<file path="src/hw/console_pkg.sv">
package console_pkg;
    // word width and function select field (bits numbered 1..16, bit 1 is the MSB)
    localparam int          WORD_W       = 16;
    localparam int          FUNC_HI_BIT  = 1;
    localparam int          FUNC_LO_BIT  = 2;
    localparam logic [1:0]  FUNC_PRINT   = 2'h1;
    localparam logic [1:0]  FUNC_LAMPS   = 2'h2;
    localparam logic [1:0]  FUNC_FORMS   = 2'h3;

    // forms command bit positions
    localparam int FORMS_LEFT_BIT   = 10;
    localparam int FORMS_RIGHT_BIT  = 12;
    localparam int FORMS_OPEN_BIT   = 13;
    localparam int FORMS_CLOSE_BIT  = 14;
    localparam int FORMS_POWER_BIT  = 15;
    localparam int FORMS_ALARM_BIT  = 16;

    // indicator command: bank selects and data field (lamp line k sits at bit DATA_BIT0+k)
    localparam int LAMP_BANK_A_BIT  = 4;
    localparam int LAMP_BANK_B_BIT  = 5;
    localparam int LAMP_BANK_C_BIT  = 6;
    localparam int LAMP_BANK_D_BIT  = 7;
    localparam int LAMP_BANK_S_BIT  = 8;
    localparam int LAMP_DATA_BIT0   = 9;
    localparam int LAMP_GROUP_W     = 8;
    localparam int LAMP_S_W         = 4;

    // print command: tilt 1,2 / rotate 1,2,4,8 / rotate extension / red ribbon
    localparam int PRINT_TILT1_BIT  = 3;
    localparam int PRINT_ROT1_BIT   = 5;
    localparam int PRINT_ROTX_BIT   = 9;
    localparam int PRINT_RED_BIT    = 10;
    localparam int TILT_W           = 2;
    localparam int ROT_W            = 4;

    // status word bit positions
    localparam int ST_DREQ_BIT      = 1;
    localparam int ST_EOP_BIT       = 2;
    localparam int ST_CARR_BIT      = 9;
    localparam int ST_FORMS_BIT     = 10;
    localparam int ST_PRINT_BIT     = 11;
    localparam int ST_KBD_BIT       = 12;
    localparam int ST_READY_BIT     = 13;
    localparam int ST_NOTHON_BIT    = 14;
    localparam int ST_OVER_BIT      = 15;
    localparam int ST_STALL_BIT     = 16;
    localparam logic [WORD_W-1:0] STATUS_RESET = 16'h0000;

    // solenoid pulse timing
    localparam int CLK_HZ        = 20_000_000;
    localparam int PULSE_MS      = 40;
    localparam int PULSE_CYCLES  = PULSE_MS * (CLK_HZ / 1000);

    // solenoid channel indices
    localparam int SOL_LEFT  = 0;
    localparam int SOL_RIGHT = 1;
    localparam int SOL_OPEN  = 2;
    localparam int SOL_CLOSE = 3;
    localparam int SOL_ALARM = 4;
    localparam int NUM_SOL   = 5;

    typedef struct packed {
        logic              valid;
        logic [WORD_W-1:0] word;
    } cmd_type;

    typedef struct packed {
        logic carrier;
        logic forms;
        logic printer;
        logic keyboard;
    } dint_type;
endpackage : console_pkg

</file>
<file path="src/hw/console_forms_status_control.sv">
`timescale 1ns/1ns
// What this block does
// - function field 11 in bits 1-2 marks a forms command, decoded as such
// - forms bit 10 pulses left platen advance output low for one line
// - forms bit 12 pulses right platen advance output low for one line
// - forms bit 13 pulses chute open solenoid output low
// - forms bit 14 pulses chute close solenoid output low
// - forms bit 15 raises the system power-off request
// - forms bit 16 pulses alarm solenoid output low
// - status bit 1 shows data request, following any data interrupt
// - status bit 2 shows paper out on either or both platens
// - status bit 9 mirrors carrier data interrupt
// - status bit 10 mirrors forms data interrupt
// - status bit 11 mirrors printer data interrupt
// - status bit 12 mirrors keyboard data interrupt
// - status bit 13 set once ready pushbutton pressed
// - status bit 14 set when key pressed while first buffer stage still full
// - status bit 15 set on overspeed after a carrier word arrived
// - status bit 16 set on stall after a carrier word arrived
// - lamp outputs active low; groups A-D eight lines, S four lines
// - head positioned by two tilt and four rotate active-low code lines
// - ribbon/rotate line is red ribbon in 64 mode, rotate bit in 96 mode
// - motor-on output driven low to run motor; power lamp held low
// - function field 10 marks an indicator command
// - lamp stays lit until same bank rewritten with zero or system clear
module console_forms_status_control
    import console_pkg::*;
#(
    parameter int PULSE_LEN = console_pkg::PULSE_CYCLES // solenoid pulse width, cycles
) (
    input  wire logic                 CLK_I,             // 20 MHz clock
    input  wire logic                 RST_I,             // sync reset, active high
    input  wire logic                 SYS_CLEAR_I,       // system clear, active high
    input  wire console_pkg::cmd_type CMD_I,             // processor_command_bus word
    input  wire console_pkg::dint_type DINT_I,           // data interrupts, active high
    input  wire logic                 EOP_LEFT_I,        // left platen out of paper
    input  wire logic                 EOP_RIGHT_I,       // right platen out of paper
    input  wire logic                 READY_BTN_I,       // ready pushbutton pressed
    input  wire logic                 KEY_STROBE_I,      // keyboard strobe pulse
    input  wire logic                 KEY_STAGE_FULL_I,  // first output stage occupied
    input  wire logic                 CARRIER_WORD_I,    // carrier data word received
    input  wire logic                 OVERSPEED_I,       // carrier too fast
    input  wire logic                 STALL_I,           // carrier too slow
    input  wire logic                 STATUS_ACK_I,      // clears sticky error bits
    input  wire logic                 MODE_96_I,         // 1: 96-char, 0: 64-char
    input  wire logic                 MOTOR_REQ_I,       // run decoder motor
    output logic [WORD_W-1:0]         STATUS_O,          // status_return_bus word
    output logic                      POWER_OFF_O,       // system power-off request
    output logic                      LEFT_FEED_DRIVE_N_O,  // left platen advance
    output logic                      RIGHT_FEED_DRIVE_N_O, // right platen advance
    output logic                      CHUTE_OPEN_DRIVE_N_O, // chute open solenoid
    output logic                      CHUTE_CLOSE_DRIVE_N_O,// chute close solenoid
    output logic                      ALARM_DRIVE_N_O,      // audible alarm solenoid
    output logic [LAMP_GROUP_W-1:0]   LAMP_GROUP_A_N_O,  // group A lamps
    output logic [LAMP_GROUP_W-1:0]   LAMP_GROUP_B_N_O,  // group B lamps
    output logic [LAMP_GROUP_W-1:0]   LAMP_GROUP_C_N_O,  // group C lamps
    output logic [LAMP_GROUP_W-1:0]   LAMP_GROUP_D_N_O,  // group D lamps
    output logic                      LAMP_ALPHA_N_O,    // alpha lamp
    output logic                      LAMP_READY_N_O,    // ready lamp
    output logic                      LAMP_ERROR_N_O,    // error lamp
    output logic                      LAMP_NUMERIC_N_O,  // numeric lamp
    output logic [TILT_W-1:0]         HEAD_TILT_CODE_N_O,   // tilt weights 1,2
    output logic [ROT_W-1:0]          HEAD_ROTATE_CODE_N_O, // rotate weights 1,2,4,8
    output logic                      RIBBON_OR_ROTATE_EXT_N_O, // shared ribbon/rotate
    output logic                      RIBBON_SHIFT_WIDE_N_O,    // 96-mode ribbon
    output logic                      DECODER_MOTOR_ON_N_O,     // motor on
    output logic                      POWER_LAMP_N_O            // power-on lamp
);
    import console_pkg::*;

    localparam int CNT_W = $clog2(PULSE_LEN + 1);
    localparam logic [CNT_W-1:0] CNT_LOAD = CNT_W'(PULSE_LEN - 1);
    localparam logic [CNT_W-1:0] CNT_ZERO = '0;

    // refuse a pulse width the down-counter cannot serve
    if (PULSE_LEN < 1) begin : g_bad_len
        $error("PULSE_LEN must be at least one cycle");
    end

    // command bit n (1 = MSB) picked out of a word
    function automatic logic wbit(input logic [WORD_W-1:0] w, input int n);
        return w[WORD_W-n];
    endfunction : wbit

    // function select field of a word
    function automatic logic [1:0] func_of(input logic [WORD_W-1:0] w);
        return {wbit(w, FUNC_HI_BIT), wbit(w, FUNC_LO_BIT)};
    endfunction : func_of

    logic                    forms_cmd;
    logic                    lamp_cmd;
    logic                    print_cmd;
    logic [NUM_SOL-1:0]      sol_fire;
    logic [LAMP_GROUP_W-1:0] lamp_data;

    // decode; bits 3-9 and 11 of a forms word play no part
    assign forms_cmd = CMD_I.valid && (func_of(CMD_I.word) == FUNC_FORMS);
    assign lamp_cmd  = CMD_I.valid && (func_of(CMD_I.word) == FUNC_LAMPS);
    assign print_cmd = CMD_I.valid && (func_of(CMD_I.word) == FUNC_PRINT);
    assign sol_fire[SOL_LEFT]  = forms_cmd && wbit(CMD_I.word, FORMS_LEFT_BIT);
    assign sol_fire[SOL_RIGHT] = forms_cmd && wbit(CMD_I.word, FORMS_RIGHT_BIT);
    assign sol_fire[SOL_OPEN]  = forms_cmd && wbit(CMD_I.word, FORMS_OPEN_BIT);
    assign sol_fire[SOL_CLOSE] = forms_cmd && wbit(CMD_I.word, FORMS_CLOSE_BIT);
    assign sol_fire[SOL_ALARM] = forms_cmd && wbit(CMD_I.word, FORMS_ALARM_BIT);

    // lamp line k comes from command bit LAMP_DATA_BIT0+k
    for (genvar k = 0; k < LAMP_GROUP_W; k++) begin : g_ldata
        assign lamp_data[k] = wbit(CMD_I.word, LAMP_DATA_BIT0 + k);
    end

    // solenoid pulse channels; a retrigger restarts the pulse rather than stretching
    // it unboundedly, so each line is low for PULSE_LEN cycles after its last command
    logic [NUM_SOL-1:0] sol_n_q;
    logic [CNT_W-1:0]   sol_cnt_q [NUM_SOL];
    for (genvar s = 0; s < NUM_SOL; s++) begin : g_sol
        always_ff @(posedge CLK_I) begin
            if (RST_I || SYS_CLEAR_I) begin
                sol_n_q[s]   <= 1'b1;
                sol_cnt_q[s] <= CNT_ZERO;
            end else if (sol_fire[s]) begin
                sol_n_q[s]   <= 1'b0;
                sol_cnt_q[s] <= CNT_LOAD;
            end else if (sol_cnt_q[s] != CNT_ZERO) begin
                sol_cnt_q[s] <= sol_cnt_q[s] - 1'b1;
            end else begin
                sol_n_q[s]   <= 1'b1;
            end
        end
    end
    assign LEFT_FEED_DRIVE_N_O   = sol_n_q[SOL_LEFT];
    assign RIGHT_FEED_DRIVE_N_O  = sol_n_q[SOL_RIGHT];
    assign CHUTE_OPEN_DRIVE_N_O  = sol_n_q[SOL_OPEN];
    assign CHUTE_CLOSE_DRIVE_N_O = sol_n_q[SOL_CLOSE];
    assign ALARM_DRIVE_N_O       = sol_n_q[SOL_ALARM];

    // power-off request latches; only reset withdraws it, system clear does not
    logic power_off_q;
    always_ff @(posedge CLK_I) begin
        if (RST_I) begin
            power_off_q <= 1'b0;
        end else if (forms_cmd && wbit(CMD_I.word, FORMS_POWER_BIT)) begin
            power_off_q <= 1'b1;
        end
    end
    assign POWER_OFF_O = power_off_q;

    // lamp banks hold their value until rewritten or cleared; held active low in
    // the flops so every lamp pin comes straight from a register, no glitchy inverter
    logic [LAMP_GROUP_W-1:0] lamp_a_n_q, lamp_b_n_q, lamp_c_n_q, lamp_d_n_q;
    logic [LAMP_S_W-1:0]     lamp_s_n_q;
    always_ff @(posedge CLK_I) begin
        if (RST_I || SYS_CLEAR_I) begin
            lamp_a_n_q <= '1;
            lamp_b_n_q <= '1;
            lamp_c_n_q <= '1;
            lamp_d_n_q <= '1;
            lamp_s_n_q <= '1;
        end else if (lamp_cmd) begin
            if (wbit(CMD_I.word, LAMP_BANK_A_BIT)) lamp_a_n_q <= ~lamp_data;
            if (wbit(CMD_I.word, LAMP_BANK_B_BIT)) lamp_b_n_q <= ~lamp_data;
            if (wbit(CMD_I.word, LAMP_BANK_C_BIT)) lamp_c_n_q <= ~lamp_data;
            if (wbit(CMD_I.word, LAMP_BANK_D_BIT)) lamp_d_n_q <= ~lamp_data;
            if (wbit(CMD_I.word, LAMP_BANK_S_BIT)) lamp_s_n_q <= ~lamp_data[LAMP_S_W-1:0];
        end
    end
    assign LAMP_GROUP_A_N_O = lamp_a_n_q;
    assign LAMP_GROUP_B_N_O = lamp_b_n_q;
    assign LAMP_GROUP_C_N_O = lamp_c_n_q;
    assign LAMP_GROUP_D_N_O = lamp_d_n_q;
    assign LAMP_ALPHA_N_O   = lamp_s_n_q[0];
    assign LAMP_READY_N_O   = lamp_s_n_q[1];
    assign LAMP_ERROR_N_O   = lamp_s_n_q[2];
    assign LAMP_NUMERIC_N_O = lamp_s_n_q[3];

    // print head code, held active low directly in the flops
    logic [TILT_W-1:0] tilt_n_q;
    logic [ROT_W-1:0]  rot_n_q;
    logic              rotx_n_q, red_n_q;
    always_ff @(posedge CLK_I) begin
        if (RST_I || SYS_CLEAR_I) begin
            tilt_n_q <= '1;
            rot_n_q  <= '1;
            rotx_n_q <= 1'b1;
            red_n_q  <= 1'b1;
        end else if (print_cmd) begin
            for (int t = 0; t < TILT_W; t++) begin
                tilt_n_q[t] <= ~wbit(CMD_I.word, PRINT_TILT1_BIT + t);
            end
            for (int r = 0; r < ROT_W; r++) begin
                rot_n_q[r] <= ~wbit(CMD_I.word, PRINT_ROT1_BIT + r);
            end
            rotx_n_q <= ~wbit(CMD_I.word, PRINT_ROTX_BIT);
            red_n_q  <= ~wbit(CMD_I.word, PRINT_RED_BIT);
        end
    end
    assign HEAD_TILT_CODE_N_O   = tilt_n_q;
    assign HEAD_ROTATE_CODE_N_O = rot_n_q;

    // ribbon routing by character mode, registered so the outputs are flops
    logic ribbon_ext_n_q, ribbon_wide_n_q;
    always_ff @(posedge CLK_I) begin
        if (RST_I) begin
            ribbon_ext_n_q  <= 1'b1;
            ribbon_wide_n_q <= 1'b1;
        end else begin
            ribbon_ext_n_q  <= MODE_96_I ? rotx_n_q : red_n_q;
            ribbon_wide_n_q <= MODE_96_I ? red_n_q : 1'b1;
        end
    end
    assign RIBBON_OR_ROTATE_EXT_N_O = ribbon_ext_n_q;
    assign RIBBON_SHIFT_WIDE_N_O    = ribbon_wide_n_q;

    // motor and power lamp
    logic motor_n_q, power_lamp_n_q;
    always_ff @(posedge CLK_I) begin
        if (RST_I) begin
            motor_n_q      <= 1'b1;
            power_lamp_n_q <= 1'b0;
        end else begin
            motor_n_q      <= ~MOTOR_REQ_I;
            power_lamp_n_q <= 1'b0;
        end
    end
    assign DECODER_MOTOR_ON_N_O = motor_n_q;
    assign POWER_LAMP_N_O       = power_lamp_n_q;

    // status flags, all sticky except the data request; a set in the clearing cycle wins
    logic ready_q, nothon_q, armed_q, over_q, stall_q, dreq_q;
    logic err_clr;
    assign err_clr = STATUS_ACK_I || SYS_CLEAR_I;
    always_ff @(posedge CLK_I) begin
        if (RST_I) begin
            ready_q  <= 1'b0;
            nothon_q <= 1'b0;
            armed_q  <= 1'b0;
            over_q   <= 1'b0;
            stall_q  <= 1'b0;
            dreq_q   <= 1'b0;
        end else begin
            dreq_q   <= |DINT_I;
            ready_q  <= READY_BTN_I || (ready_q && !SYS_CLEAR_I);
            nothon_q <= (KEY_STROBE_I && KEY_STAGE_FULL_I) || (nothon_q && !err_clr);
            armed_q  <= CARRIER_WORD_I || (armed_q && !SYS_CLEAR_I);
            over_q   <= (armed_q && OVERSPEED_I) || (over_q && !err_clr);
            stall_q  <= (armed_q && STALL_I) || (stall_q && !err_clr);
        end
    end

    // status word assembly; address field bits 4-8 and bit 3 stay zero
    logic [WORD_W-1:0] status_d, status_q;
    always_comb begin
        status_d = STATUS_RESET;
        status_d[WORD_W-ST_DREQ_BIT]   = dreq_q;
        status_d[WORD_W-ST_EOP_BIT]    = EOP_LEFT_I || EOP_RIGHT_I;
        status_d[WORD_W-ST_CARR_BIT]   = DINT_I.carrier;
        status_d[WORD_W-ST_FORMS_BIT]  = DINT_I.forms;
        status_d[WORD_W-ST_PRINT_BIT]  = DINT_I.printer;
        status_d[WORD_W-ST_KBD_BIT]    = DINT_I.keyboard;
        status_d[WORD_W-ST_READY_BIT]  = ready_q;
        status_d[WORD_W-ST_NOTHON_BIT] = nothon_q;
        status_d[WORD_W-ST_OVER_BIT]   = over_q;
        status_d[WORD_W-ST_STALL_BIT]  = stall_q;
    end
    always_ff @(posedge CLK_I) begin
        if (RST_I) begin
            status_q <= STATUS_RESET;
        end else begin
            status_q <= status_d;
        end
    end
    assign STATUS_O = status_q;
endmodule : console_forms_status_control

</file>
<file path="config.mk">
export PLATFORM = sky130hd
export DESIGN_NAME = console_forms_status_control
export DESIGN_NICKNAME = d
export VERILOG_FILES = /design/src/hw/console_pkg.sv /design/src/hw/console_forms_status_control.sv
export SDC_FILE = /design/constraint.sdc
export NUM_CORES = 1
export LEC_CHECK = 0
export BUFFER_PORTS_ARGS = -buffer_cell sky130_fd_sc_hd__buf_2
export CAP_MARGIN = 20
export CORE_MARGIN = 4
export CORE_UTILIZATION = 47
export CTS_CLUSTER_SIZE = 12
export DETAILED_ROUTE_END_ITERATION = 8
export PLACE_DENSITY = 0.66
export SLEW_MARGIN = 30
export SYNTH_ARGS = -nofsm -noshare
export SYNTH_HDL_FRONTEND = slang
export SYNTH_SLANG_ARGS = --single-unit
</file>
<file path="constraint.sdc">
create_clock -name CLK_I -period 5.7 [get_ports CLK_I]
set_input_delay 0 -clock CLK_I [delete_from_list [all_inputs] [get_ports CLK_I]]
set_output_delay 0 -clock CLK_I [all_outputs]
set_load 0.03 [all_outputs]
</file>
==> results_dict.tcl <==
set metrics [dict create \
    drtAntennaViolNets 0 \
    power_leakage_nw 3.86 \
    core_region_area_mm2 0.0161 \
    grtUsageTotal 0.202 \
    overflow 0 \
    die_h_um 137 \
    critPathSlowestCell "nor4_1" \
    mostFrequentLayoutCells "edfxtp_1, buf_2, nand2_1, nor2_1, dfxtp_1" \
    dpl.hpwl_mm 12.3 \
    rrSetupSlack_ns 2.58 \
    place.gp.congestion 0.840 \
    max-vdd-ir-drop_uv 272 \
    tightest_slew_ns 0.881 \
    wire_per_inst_um 16.7 \
    critPathCapture "sol_cnt_q[4][1]" \
    path_cells "nor4_1 > nand3_1 > nor4_1 > nand3_2" \
    arrival_ns 3.12 \
    worstSetupPathType "reg2reg" \
    synth_area_leader_cell "edfxtp_1" \
    final_common_cell "edfxtp_1" \
    ys_seq_area_frac 0.562 \
    post-route-period-util 0.548 \
    cap_viol_max_count 0 \
    rsz0062_at_grt "no" \
    synth_area_per_cell_um2 10.5 \
    yosys_warnings 0 \
    status "complete, no violations" \
    wl_mm 18.4 \
    drt_first_pass_iters 5 \
    cpMostUsedCell "nor4_1" \
    cts_tree "yes" \
    setup_viol 0 \
    hold_viol 0 \
    slowest_delay_ns 0.70 \
    post-place-ws_ns 2.49 \
    clock_skew_ns 0.00952 \
    grt_pass1_vias 5867 \
    start_util 0.486 \
    fin_tns_setup_ns 0 \
    finalNetCount 909 \
    rows 46 \
    power-per-cell-area_mw_per_mm2 519 \
    r2r_start "sol_cnt_q[4][6]" \
    crit_path_end_kind "flip-flop" \
    hp-class "in2reg" \
    grt_pass1_wl_mm 29.3 \
    cts_buffers 17 \
    critPathMaxFanout 20 \
    crit_required_ns 5.70 \
    netlist.area_leader.share 0.385 \
    num_vias 6000 \
    max_freq_ghz 0.320 \
    die_x_um 137 \
    avgViaCountPerCell 5.46 \
    synth_cells 743 \
    drcViolationCount 0 \
    setup_ws_ns 2.58 \
    relSlewSlack 0.412 \
    clock_latency_ns 0.43 \
    ctsResizeCount 0 \
    grt_max_degree 37 \
    antenna_found_initial 0 \
    whs_ns 0.273 \
    synth_cell_types 58 \
    async_flop_share 0 \
    drive_gt1_frac 0.164 \
    clock_sinks 169 \
    mappedNetlistArea_mm2 0.00780 \
    r2r-end "sol_cnt_q[4][1]" \
    h-tree-depth 4 \
    reg2reg_depth 4 \
    crit_start "sol_cnt_q[4][6]" \
    worstSetupStartpointType "flip-flop" \
    ys_seq_elements 169 \
    port_buffers 95 \
    ys_top_cells_by_area "edfxtp_1, dfxtp_1, xnor2_1" \
    drt_iter0_drc 339 \
    fin_crit_ns 3.12 \
    final-max-slew-violation-count 0 \
    die_area_mm2 0.0187 \
    syn_to_final_growth_pct 20.5 \
    cts_setup_buffers 0 \
    path_clk_slew_ns 0.06 \
    cts_root_buf "clkbuf_16" \
    synth_edf_count 100 \
    cts_max_path_buffers 2 \
    synth-main-ff-cell "edfxtp_1" \
    antenna_cells 0 \
    top_level_ports 103 \
]
report_power, final:
part | switching, mW | leakage, nW | internal [mW]
sequential | 0.233 | 1.76 | 1.63
combinational | 1.09 | 1.80 | 0.831
clock | 0.479 | 0.290 | 0.623
through the flow:
step,power [mW],utilization,instances,area (µm²)
after floorplan,3.40,-,749,7830
after global placement,3.68,0.522,1023,8390
after detailed placement,3.74,0.522,1023,8390
after CTS,4.88,0.585,1098,9400
after global routing,5.22,0.586,1098,9410
final,4.88,0.586,1098,9410
state kept, by name, indices dropped and copies added, names as in the netlist, 2 cells and up:
register / cells
STATUS_O: 10
LAMP_GROUP_C_N_O: 8
lamp_s_n_q: 4
sol_cnt_q: 100
HEAD_TILT_CODE_N_O: 2
LAMP_GROUP_B_N_O: 8
LAMP_GROUP_A_N_O: 8
HEAD_ROTATE_CODE_N_O: 4
LAMP_GROUP_D_N_O: 8
per-layer routing:
| layer | global-route usage | vias to the layer above | part of all wire |
|---|---|---|---|
| met2 | 0.352 | 149 | 0.50 |
| met1 | 0.247 | 2874 | 0.43 |
| met4 | 0.0892 | 0 | 0.032 |
| met3 | 0.0346 | 39 | 0.036 |
| li1 | - | 2938 | - |
| met5 | 0 | - | 0 |
synth_stat cells (3+ instances only):
library cell    n
a21oi_1        21
a22oi_1         3
and2_1          3
and4_1          3
buf_1           4
buf_2           4
buf_4           7
buf_6           3
clkbuf_1       20
dfxtp_1        69
edfxtp_1      100
ha_1            5
inv_1          13
mux2i_1         5
nand2_1        85
nand3_1         9
nand3b_1        6
nand4_1         5
nor2_1         72
nor2b_1        13
nor3_1         36
nor3b_1         4
nor4_1         16
o211ai_1       44
o21ai_0        49
o21ai_1         7
o22ai_1         3
o31a_1          4
or3_1           8
or4_1          11
xnor2_1        45
xor2_1         29
how the worst min path moves through the flow:
stage	startpoint	end	slack (ns)	depth (start not counted)
floorplan	MODE_96_I	RIBBON_SHIFT_WIDE_N_O	0.06	1
global placement	MOTOR_REQ_I	DECODER_MOTOR_ON_N_O	0.17	2
detailed placement	MOTOR_REQ_I	DECODER_MOTOR_ON_N_O	0.20	2
CTS	CMD_I[16]	POWER_OFF_O	0.27	4
global route	MOTOR_REQ_I	DECODER_MOTOR_ON_N_O	0.29	3
finish	CMD_I[16]	POWER_OFF_O	0.27	4
cell families after synthesis:
family,count (synthesis),share of synthesized area
and+or+nand+nor,293,0.190
DFF,169,0.562
AOI/OAI and AO/OA,145,0.119
xor gates and xnor gates,74,0.0831
buffers and inverters,51,0.0314
adders and majority gates,5,0.00802
muxes,5,0.00641
other,1,0.000481
layout make-up:
type | instances | area (µm²)
Inverter | 13 | 48.8
Tap cell | 216 | 270
Timing Repair Buffer | 139 | 913
Multi-Input combinational cell | 529 | 3210
Fill cell | 1318 | 6650
Sequential cell | 169 | 4380
Clock buffer | 21 | 492
Clock inverter | 11 | 83.8
critical path: cells and delay by family, from the launching register on:
family / cells / cell delay [ns]
AND/OR/NAND/NOR: 4 / 2.26
flip-flops: 1 / 0.43
what timing repair did:
action | in CTS | in global routing
setup endpoints to repair | 0 | 0
hold endpoints to repair | 63 | 0
hold buffers | 43 | 0
Power figures use the tool's default switching activity.
